--- src/crs_map.vh ---
// Purpose: constants for the card run/transfer host controller
// Assumes: included by bare name
// Notes: device status bits, command codes, buffer codes, own registers
`ifndef CRS_MAP_VH
`define CRS_MAP_VH
// Device status bits
`define CRS_ST_INIT_PRE 32'h0000_0001
`define CRS_ST_TRIG 32'h0000_0002
`define CRS_ST_DONE 32'h0000_0004
`define CRS_ST_SEG_PRE 32'h0000_0008
// Device command codes
`define CRS_CMD_START 32'h0000_0004
`define CRS_CMD_TRIG_EN 32'h0000_0008
// Device register offsets
`define CRS_DEV_STATUS 16'h006E
`define CRS_DEV_CMD 16'h0064
`define CRS_DEV_MEMSIZE 16'h0070
`define CRS_DEV_MEMTEST 16'h0074
// Buffer type and direction codes
`define CRS_BUF_DATA 16'h03E8
`define CRS_BUF_SLOW 16'h07D0
`define CRS_BUF_TSTAMP 16'h0BB8
`define CRS_DIR_H2C 2'h0
`define CRS_DIR_C2H 2'h1
`define CRS_DIR_C2A 2'h2
`define CRS_DIR_A2C 2'h3
// Notify size limits
`define CRS_PAGE_MASK 32'h0000_0FFF
`define CRS_MIN_SIDE_NOTIFY 32'h0000_0800
// Own register offsets
`define CRS_R_CTRL 4'h0
`define CRS_R_BTYPE 4'h1
`define CRS_R_NOTIFY 4'h2
`define CRS_R_OFFS 4'h3
`define CRS_R_LEN 4'h4
`define CRS_R_MEMSIZE 4'h5
`define CRS_R_STATUS 4'h6
`define CRS_R_DEVST 4'h7
// Control register bits
`define CRS_C_START 0
`define CRS_C_TRIGEN 1
`define CRS_C_GEN 2
`define CRS_C_MEMTEST 3
`define CRS_C_DEFINE 4
`define CRS_C_INVAL 5
`define CRS_C_XSTART 6
`endif

--- src/crs_cmd_port.v ---
// Purpose: one-word write/read sequencer toward the device registers
// Assumes: device answers reads while its pin strobe stands
// Notes: busy while a request is outstanding
`include "crs_map.vh"
module crs_cmd_port
(
    input wire clk_i,
    input wire rst_n_i,
    input wire ce_i,
    input wire req_i,
    input wire req_wr_i,
    input wire [15:0] req_addr_i,
    input wire [31:0] req_data_i,
    output reg busy_o,
    output reg done_o,
    output reg [31:0] rd_data_o,
    output reg dev_wr_o,
    output reg dev_rd_o,
    output reg [15:0] dev_addr_o,
    output reg [31:0] dev_wdata_o,
    input wire [31:0] dev_rdata_i
);
    reg [1:0] rd_wait_r;
    always @(posedge clk_i or negedge rst_n_i)
    begin
        if (!rst_n_i)
        begin
            busy_o <= 1'b0;
            done_o <= 1'b0;
            rd_data_o <= 32'h0000_0000;
            dev_wr_o <= 1'b0;
            dev_rd_o <= 1'b0;
            dev_addr_o <= 16'h0000;
            dev_wdata_o <= 32'h0000_0000;
            rd_wait_r <= 2'b00;
        end
        else if (ce_i)
        begin
            dev_wr_o <= 1'b0;
            dev_rd_o <= 1'b0;
            done_o <= 1'b0;
            // Pin strobe lags ours by one cycle
            if (rd_wait_r[1])
            begin
                rd_wait_r <= 2'b00;
                rd_data_o <= dev_rdata_i;
                done_o <= 1'b1;
                busy_o <= 1'b0;
            end
            else if (rd_wait_r[0])
                rd_wait_r <= 2'b10;
            else if (busy_o && dev_wr_o)
            begin
                done_o <= 1'b1;
                busy_o <= 1'b0;
            end
            else if (req_i && !busy_o)
            begin
                busy_o <= 1'b1;
                dev_addr_o <= req_addr_i;
                dev_wdata_o <= req_data_i;
                dev_wr_o <= req_wr_i;
                dev_rd_o <= !req_wr_i;
                rd_wait_r <= {1'b0, !req_wr_i};
            end
        end
    end
endmodule

--- src/crs_buf_check.v ---
// Purpose: validates a transfer buffer definition before it is sent
// Assumes: inputs stable while checked
// Notes: purely combinational
`include "crs_map.vh"
module crs_buf_check
(
    input wire [15:0] btype_i,
    input wire [1:0] dir_i,
    input wire [31:0] notify_i,
    input wire gen_mode_i,
    input wire memtest_i,
    output wire ok_o
);
    wire type_ok;
    wire dir_ok;
    wire frac_ok;
    wire notify_ok;
    assign type_ok = (btype_i == `CRS_BUF_DATA) ||
        (btype_i == `CRS_BUF_SLOW) || (btype_i == `CRS_BUF_TSTAMP);
    // Direction must fit the mode
    assign dir_ok = memtest_i ||
        !((dir_i == `CRS_DIR_H2C) && !gen_mode_i) &&
        !((dir_i == `CRS_DIR_C2H) && gen_mode_i);
    // Fractions 16 bytes to 2k, one bit only
    assign frac_ok = (notify_i == 32'h0000_0010) ||
        (notify_i == 32'h0000_0020) || (notify_i == 32'h0000_0040) ||
        (notify_i == 32'h0000_0080) || (notify_i == 32'h0000_0100) ||
        (notify_i == 32'h0000_0200) || (notify_i == 32'h0000_0400) ||
        (notify_i == 32'h0000_0800);
    assign notify_ok = ((notify_i & `CRS_PAGE_MASK) == 32'h0000_0000) ||
        ((btype_i == `CRS_BUF_DATA) ? frac_ok :
        (frac_ok && notify_i >= `CRS_MIN_SIDE_NOTIFY));
    assign ok_o = type_ok && dir_ok && notify_ok;
endmodule

--- src/crs_host_ctrl.v ---
// Purpose: host-side controller for card run and transfer setup
// Assumes: device reached by one-word register port, answers during strobe
// Notes: software orders through own register file, polling device status
//
// Decided for this implementation: the strobed register port.
`include "crs_map.vh"
// Functional notes
// - Triggers checked only once detection enabled
// - Buffer type codes 1000, 2000, 3000
// - Direction codes 0 to 3
// - Direction must match mode unless memtest
// - Notify multiple of 4k or fraction
// - Side buffers notify at least 2k
// - Memory size programmed before transfers
// - Hardware buffer size set before definitions
// - Transfer only on defined buffer, once
// - Invalidate buffer before discarding it
// - Definition carries type, direction, notify, offsets
// - Start command code 4h
// - Trigger enable code 8h, else disabled
module crs_host_ctrl
(
    input wire clk_i,
    input wire rst_n_i,
    input wire ce_i,
    input wire [3:0] addr_i,
    input wire [31:0] wdata_i,
    input wire wr_i,
    input wire rd_i,
    output reg [31:0] rdata_o,
    output reg dev_wr_o,
    output reg dev_rd_o,
    output reg [15:0] dev_addr_o,
    output reg [31:0] dev_wdata_o,
    input wire [31:0] dev_rdata_i,
    input wire dev_notify_i,
    output reg buf_valid_o,
    output reg [31:0] buf_offs_o,
    output reg [31:0] buf_len_o,
    output reg xfer_go_o
);
    // ------------------------------------------------------------
    // States
    // ------------------------------------------------------------
    localparam S_IDLE = 3'h0;
    localparam S_MEM = 3'h1;
    localparam S_TEST = 3'h2;
    localparam S_CMD = 3'h3;
    localparam S_POLL = 3'h4;
    localparam S_WAIT = 3'h5;

    reg [2:0] state_r;
    reg [31:0] ctrl_r;
    reg [15:0] btype_r;
    reg [1:0] dir_r;
    reg [31:0] notify_r;
    reg [31:0] offs_r;
    reg [31:0] len_r;
    reg [31:0] memsize_r;
    reg [31:0] dev_st_r;
    reg memsize_set_r;
    reg mem_sent_r;
    reg defined_r;
    reg busy_run_r;
    reg def_err_r;
    reg dir_err_r;
    reg [31:0] notify_cnt_r;
    reg [31:0] xfer_done_r;
    reg req_r;
    reg req_wr_r;
    reg [15:0] req_addr_r;
    reg [31:0] req_data_r;
    wire busy_w;
    wire done_w;
    wire [31:0] rd_w;
    wire wr_w;
    wire rd_s_w;
    wire [15:0] a_w;
    wire [31:0] d_w;
    wire buf_ok_w;

    crs_cmd_port u_port
    (
        .clk_i(clk_i),
        .rst_n_i(rst_n_i),
        .ce_i(ce_i),
        .req_i(req_r),
        .req_wr_i(req_wr_r),
        .req_addr_i(req_addr_r),
        .req_data_i(req_data_r),
        .busy_o(busy_w),
        .done_o(done_w),
        .rd_data_o(rd_w),
        .dev_wr_o(wr_w),
        .dev_rd_o(rd_s_w),
        .dev_addr_o(a_w),
        .dev_wdata_o(d_w),
        .dev_rdata_i(dev_rdata_i)
    );
    crs_buf_check u_chk
    (
        .btype_i(btype_r),
        .dir_i(dir_r),
        .notify_i(notify_r),
        .gen_mode_i(ctrl_r[`CRS_C_GEN]),
        .memtest_i(ctrl_r[`CRS_C_MEMTEST]),
        .ok_o(buf_ok_w)
    );

    // ------------------------------------------------------------
    // Helpers
    // ------------------------------------------------------------
    function [31:0] run_cmd;
        input [31:0] ctrl;
        input [31:0] prev;
        begin
            run_cmd = ((prev & `CRS_CMD_START) != 32'h0000_0000) ?
                `CRS_CMD_TRIG_EN : `CRS_CMD_START |
                (ctrl[`CRS_C_TRIGEN] ? `CRS_CMD_TRIG_EN : 32'h0000_0000);
        end
    endfunction
    function [31:0] own_status;
        input [2:0] st;
        input defd;
        input run;
        input derr;
        input rerr;
        begin
            own_status = {24'h00_0000, st, rerr, derr, run, defd,
                memsize_set_r};
        end
    endfunction

    // ------------------------------------------------------------
    // Device signals out
    // ------------------------------------------------------------
    always @(posedge clk_i or negedge rst_n_i)
    begin
        if (!rst_n_i)
        begin
            dev_wr_o <= 1'b0;
            dev_rd_o <= 1'b0;
            dev_addr_o <= 16'h0000;
            dev_wdata_o <= 32'h0000_0000;
        end
        else if (ce_i)
        begin
            dev_wr_o <= wr_w;
            dev_rd_o <= rd_s_w;
            dev_addr_o <= a_w;
            dev_wdata_o <= d_w;
        end
    end

    // ------------------------------------------------------------
    // Register file and run sequencer
    // ------------------------------------------------------------
    always @(posedge clk_i or negedge rst_n_i)
    begin
        if (!rst_n_i)
        begin
            state_r <= S_IDLE;
            ctrl_r <= 32'h0000_0000;
            btype_r <= `CRS_BUF_DATA;
            dir_r <= `CRS_DIR_C2H;
            notify_r <= 32'h0000_0000;
            offs_r <= 32'h0000_0000;
            len_r <= 32'h0000_0000;
            memsize_r <= 32'h0000_0000;
            dev_st_r <= 32'h0000_0000;
            memsize_set_r <= 1'b0;
            mem_sent_r <= 1'b0;
            defined_r <= 1'b0;
            busy_run_r <= 1'b0;
            def_err_r <= 1'b0;
            dir_err_r <= 1'b0;
            notify_cnt_r <= 32'h0000_0000;
            xfer_done_r <= 32'h0000_0000;
            req_r <= 1'b0;
            req_wr_r <= 1'b0;
            req_addr_r <= 16'h0000;
            req_data_r <= 32'h0000_0000;
            rdata_o <= 32'h0000_0000;
            buf_valid_o <= 1'b0;
            buf_offs_o <= 32'h0000_0000;
            buf_len_o <= 32'h0000_0000;
            xfer_go_o <= 1'b0;
        end
        else if (ce_i)
        begin
            req_r <= 1'b0;
            xfer_go_o <= 1'b0;
            ctrl_r[`CRS_C_START] <= 1'b0;
            ctrl_r[`CRS_C_DEFINE] <= 1'b0;
            ctrl_r[`CRS_C_INVAL] <= 1'b0;
            ctrl_r[`CRS_C_XSTART] <= 1'b0;
            // Reads have no side effects
            if (rd_i)
            begin
                case (addr_i)
                    `CRS_R_CTRL: rdata_o <= ctrl_r;
                    `CRS_R_BTYPE: rdata_o <= {14'h0000, dir_r, btype_r};
                    `CRS_R_NOTIFY: rdata_o <= notify_r;
                    `CRS_R_OFFS: rdata_o <= offs_r;
                    `CRS_R_LEN: rdata_o <= len_r;
                    `CRS_R_MEMSIZE: rdata_o <= memsize_r;
                    `CRS_R_STATUS: rdata_o <= own_status(state_r,
                        defined_r, busy_run_r, def_err_r, dir_err_r);
                    `CRS_R_DEVST: rdata_o <= dev_st_r;
                    default: rdata_o <= 32'h0000_0000;
                endcase
            end
            if (wr_i)
            begin
                case (addr_i)
                    `CRS_R_CTRL: ctrl_r <= wdata_i;
                    `CRS_R_BTYPE:
                    begin
                        btype_r <= wdata_i[15:0];
                        dir_r <= wdata_i[17:16];
                    end
                    `CRS_R_NOTIFY: notify_r <= wdata_i;
                    `CRS_R_OFFS: offs_r <= wdata_i;
                    `CRS_R_LEN: len_r <= wdata_i;
                    `CRS_R_MEMSIZE:
                    begin
                        memsize_r <= wdata_i;
                        memsize_set_r <= 1'b1;
                        mem_sent_r <= 1'b0;
                    end
                    default: ;
                endcase
            end
            // Buffer definition, checked and latched
            if (ctrl_r[`CRS_C_DEFINE])
            begin
                if (buf_ok_w && mem_sent_r && !buf_valid_o)
                begin
                    defined_r <= 1'b1;
                    buf_valid_o <= 1'b1;
                    buf_offs_o <= offs_r;
                    buf_len_o <= len_r;
                    notify_cnt_r <= 32'h0000_0000;
                    xfer_done_r <= 32'h0000_0000;
                end
                else
                begin
                    def_err_r <= 1'b1;
                    dir_err_r <= !buf_ok_w;
                end
            end
            // Explicit invalidation before discard
            if (ctrl_r[`CRS_C_INVAL])
            begin
                defined_r <= 1'b0;
                buf_valid_o <= 1'b0;
            end
            // Transfer starts only on a defined buffer
            if (ctrl_r[`CRS_C_XSTART] && defined_r && mem_sent_r)
                xfer_go_o <= 1'b1;
            // Count notify chunks; buffer used once
            if (dev_notify_i && buf_valid_o)
            begin
                xfer_done_r <= xfer_done_r + ((notify_r == 32'h0000_0000) ?
                    buf_len_o : notify_r);
                if (notify_r == 32'h0000_0000 ||
                    xfer_done_r + notify_r >= buf_len_o)
                begin
                    buf_valid_o <= 1'b0;
                    defined_r <= 1'b0;
                end
            end
            case (state_r)
                S_IDLE:
                begin
                    if (!mem_sent_r && memsize_set_r)
                        state_r <= S_MEM;
                    else if (ctrl_r[`CRS_C_START])
                    begin
                        state_r <= S_TEST;
                        busy_run_r <= 1'b1;
                    end
                end
                S_MEM:
                begin
                    if (!busy_w && !req_r && !done_w)
                    begin
                        req_r <= 1'b1;
                        req_wr_r <= 1'b1;
                        req_addr_r <= `CRS_DEV_MEMSIZE;
                        req_data_r <= memsize_r;
                    end
                    if (done_w)
                    begin
                        mem_sent_r <= 1'b1;
                        state_r <= S_IDLE;
                    end
                end
                S_TEST:
                begin
                    if (!busy_w && !req_r && !done_w)
                    begin
                        req_r <= 1'b1;
                        req_wr_r <= 1'b1;
                        req_addr_r <= `CRS_DEV_MEMTEST;
                        req_data_r <= {31'h0000_0000,
                            ctrl_r[`CRS_C_MEMTEST]};
                    end
                    if (done_w)
                        state_r <= S_CMD;
                end
                S_CMD:
                begin
                    if (!busy_w && !req_r && !done_w)
                    begin
                        req_r <= 1'b1;
                        req_wr_r <= 1'b1;
                        req_addr_r <= `CRS_DEV_CMD;
                        req_data_r <= run_cmd(ctrl_r, req_data_r);
                    end
                    if (done_w)
                        state_r <= S_POLL;
                end
                S_POLL:
                begin
                    if (!busy_w && !req_r && !done_w)
                    begin
                        req_r <= 1'b1;
                        req_wr_r <= 1'b0;
                        req_addr_r <= `CRS_DEV_STATUS;
                    end
                    if (done_w)
                    begin
                        dev_st_r <= rd_w;
                        state_r <= S_WAIT;
                    end
                end
                S_WAIT:
                begin
                    // Run ends on complete flag in either mode
                    if ((dev_st_r & `CRS_ST_DONE) != 32'h0000_0000)
                    begin
                        busy_run_r <= 1'b0;
                        state_r <= S_IDLE;
                    end
                    else if (ctrl_r[`CRS_C_TRIGEN] &&
                        (req_data_r & `CRS_CMD_TRIG_EN) == 32'h0000_0000 &&
                        (dev_st_r & `CRS_ST_TRIG) == 32'h0000_0000 &&
                        (ctrl_r[`CRS_C_GEN] ||
                        (dev_st_r & `CRS_ST_INIT_PRE) != 32'h0000_0000))
                        state_r <= S_CMD;
                    else
                        state_r <= S_POLL;
                end
                default: state_r <= S_IDLE;
            endcase
        end
    end
endmodule

--- config.mk ---
export PLATFORM = sky130hd
export DESIGN_NAME = crs_host_ctrl
export DESIGN_NICKNAME = d
export VERILOG_FILES = /design/src/crs_cmd_port.v /design/src/crs_buf_check.v /design/src/crs_host_ctrl.v
export VERILOG_INCLUDE_DIRS = /design/src /design/src/src
export SDC_FILE = /design/constraint.sdc
export NUM_CORES = 1
export LEC_CHECK = 0
export ABC_AREA = 0
export CAP_MARGIN = 20
export CORE_AREA = 3 3 270 272
export DETAILED_ROUTE_END_ITERATION = 12
export DIE_AREA = 0 0 273 275
export DONT_BUFFER_PORTS = 1
export PLACE_DENSITY = 0.53
export SYNTH_ARGS = -nofsm -noshare
export SYNTH_HDL_FRONTEND = slang
export SYNTH_SLANG_ARGS = --single-unit
--- constraint.sdc ---
create_clock -name clk_i -period 5 [get_ports clk_i]
set_input_delay 0.75 -clock clk_i [delete_from_list [all_inputs] [get_ports clk_i]]
set_output_delay 0.75 -clock clk_i [all_outputs]
set_load 0.03 [all_outputs]
==> results.txt <==
Outcome - finished with violations
Violated checks - negative hold slack, max-slew violations
WL final - 76760 um
Crit path max fanout - 13
CTS tree - yes
HPWL after DPL - 55150 um
Setup Viol. Count Final - 0
Area of the multi-input gates - 11460 sq um
WHS - -154.2 ps
Rel. slew slack - -18.84%
I/O pin count - 222
Post-synthesis sequential area ratio - 50.55%
Number of global-route vias before repair - 17600
Synthesized area per cell - 11.44 sq um
Async set or reset register ratio after synthesis - 100.0%
Reg-to-reg endpoint - xfer_done_r[31]
RR Startpoint - notify_r[8]
Power Density - 409.7 nW/um^2
CTS Sinks - 498
Reg2reg setup slack - 320 ps
Register clock-pin slew on the reported worst setup and hold paths - 70 ps
Longest Clk Path Bufs - 3
Register Area - 12470 sq um
Number of max-cap violations - 0
Cts repair resizes - 0
Leakage - 13.22 nW
Worst hold-check path type - in2async
NumNets Final - 2307
Fmax - 213.8 MHz
Worst Path Arrival - 5180 ps
Max VDD drop - 0.0002681 V
ANT nets after route - 0
Max stage delay on crit path - 570 ps
Top-count cell post-synth - dfrtp_1
I/O Buffers - 0
Post-synth EDFFs - 0
Layout area overhead - 11.97%
CP top delay family - simple AND/OR/NAND/NOR gates
Synth top area cells - dfrtp_1 50%, mux2_2 14%, ha_1 4.8%
Layout cells sized above 1 - 22.99%
# rows - 98
First-pass GRT wire length - 114500 um
CP most frequent cell - o21ai_0
Post-synthesis cell type with the largest combined area - dfrtp_1
Worst Path Required - 5500 ps
Fill cell count - 6881
Root buf cell - clkbuf_16
RSZ-0062 raised after global routing - no
Critical path class - reg2reg
Total grt overflow - 0
Setup crit start kind - register
Slowest cell on crit path - or4_1
Die H - 275 um
Die area - 75080 sq um
Drt wl/cell - 24.52 um
Ys flop type - dfrtp_1
CTS Buf Count - 55
Worst Path Buf+Inv - 1
Post-route clock period utilization - 93.53%
Commonest cells in the netlist - 491 x dfrtp_1, 317 x mux2_2, 206 x nand2_1
CP Cell Sequence - nor4_1 > nand4b_1 > nor3_4 > buf_12 > a21o_1 > ha_1 > o21ai_0 > o21ai_0 > nand3_1 > or4_1 > and4b_1 > o31ai_1 > a21oi_1 > or3_1
CORE AREA - 71000 sq um
Initial core utilization - 34.75%
Die Width - 273 um
Layout Skew - 22.85 ps
Clock latency on the worst-skew pair - 630 ps
CP Capture Type - register
Post-Place Worst Slack - 254.8 ps
Slew Limit Fails - 198
Setup ws final - 323.3 ps
Yosys top cell area share - 49.80%
# DRC - 0
Via count - 17380
Initial antenna violation count - 2
H-tree Lvls - 2
Gate Count Post-Synth - 2156
Slew at the pin closest to its max-slew limit - 1783 ps
Post-synthesis register bit count - 498
Initial DRT Pass Iterations - 5
Post-Route Setup TNS - 0 ps
Routability Congestion - 0.8813
Hold Fails Final Rpt - 48
Cell area after technology mapping - 24670 sq um
Final core occ - 38.91%
Vias/cell - 5.552
Final min period - 4677 ps
Ys Warns - 0
Total GRT Usage - 20.00%
DR iter-0 viols - 1292
WP depth - 14
Unique masters post-synth - 75
Maximum number of pins on one net before global-route repair - 499
Reg2Reg Depth - 14
cells by family (layout without fill, tap and decap cells):
kind of cell / Yosys count / in the layout / share of synthesized area, %
AND/OR/NAND/NOR: 443 / 443 / 8.647
AO/OA/AOI/OAI: 519 / 519 / 14.22
multiplexers: 350 / 350 / 16.34
flip-flops: 498 / 498 / 50.55
adder cells (fa/ha/maj): 97 / 97 / 4.980
other: 1 / 12 / 0.01520
buffers and inverters: 198 / 212 / 3.469
XOR/XNOR: 50 / 50 / 1.775
per-stage QoR:
stage                     cell area [sq um]  std cells  power, mW
final                                 27620       3131      11.32
after floorplan                       24700       2165      6.496
after detailed placement              25650       3025      7.116
after global routing                  27620       3130      11.85
after global placement                25650       3025      7.059
after CTS                             27560       3125      11.44
power breakdown:
part           switching (mW)  total, mW  internal (mW)
clock                    1.75       4.27           2.52
combinational           0.798       1.64          0.842
sequential              0.736       5.41           4.68
final cells by class:
class / instances / share of cell area [%]
flip-flops and latches: 498 / 45.15
clock inverters: 26 / 1.209
inverters: 77 / 1.046
well taps: 950 / 4.303
diodes: 2 / 0.01812
repair buffers: 35 / 1.114
clock buffers: 74 / 5.680
multi-input cells: 1469 / 41.48
repair_timing:
item                                    4_1_cts  5_1_grt
endpoints found under the setup margin        0        4
buffers inserted                              0        2
endpoints found under the hold margin       491      450
layout by cell type (no fill, tap or decap), drive strengths merged, types with 32 or more instances in the layout:
cell type  count
nand2        206
o21ai        106
clkbuf        74
a21o          80
a21oi         78
xnor2         35
dfrtp        491
nor2          61
a22oi         83
mux2         344
nand3b        32
inv           78
buf           35
ha            95
routing by layer:
layer  track usage, %  up-vias  wire length [um]
met1            25.07     8995             32070
met2            34.68      444             37860
met5                0        -                 0
li1                 -     7846                 -
met3            4.945       98              5145
met4            4.846        0              1688
worst max path at each step:
stage	start	endpoint
after floorplan	notify_r[10]	defined_r
after global placement	notify_r[6]	xfer_done_r[31]
after detailed placement	notify_r[6]	xfer_done_r[31]
after CTS	notify_r[6]	xfer_done_r[31]
after global routing	notify_r[5]	xfer_done_r[31]
final	notify_r[8]	xfer_done_r[31]
Note: power is estimated with default switching activity, not from simulation.
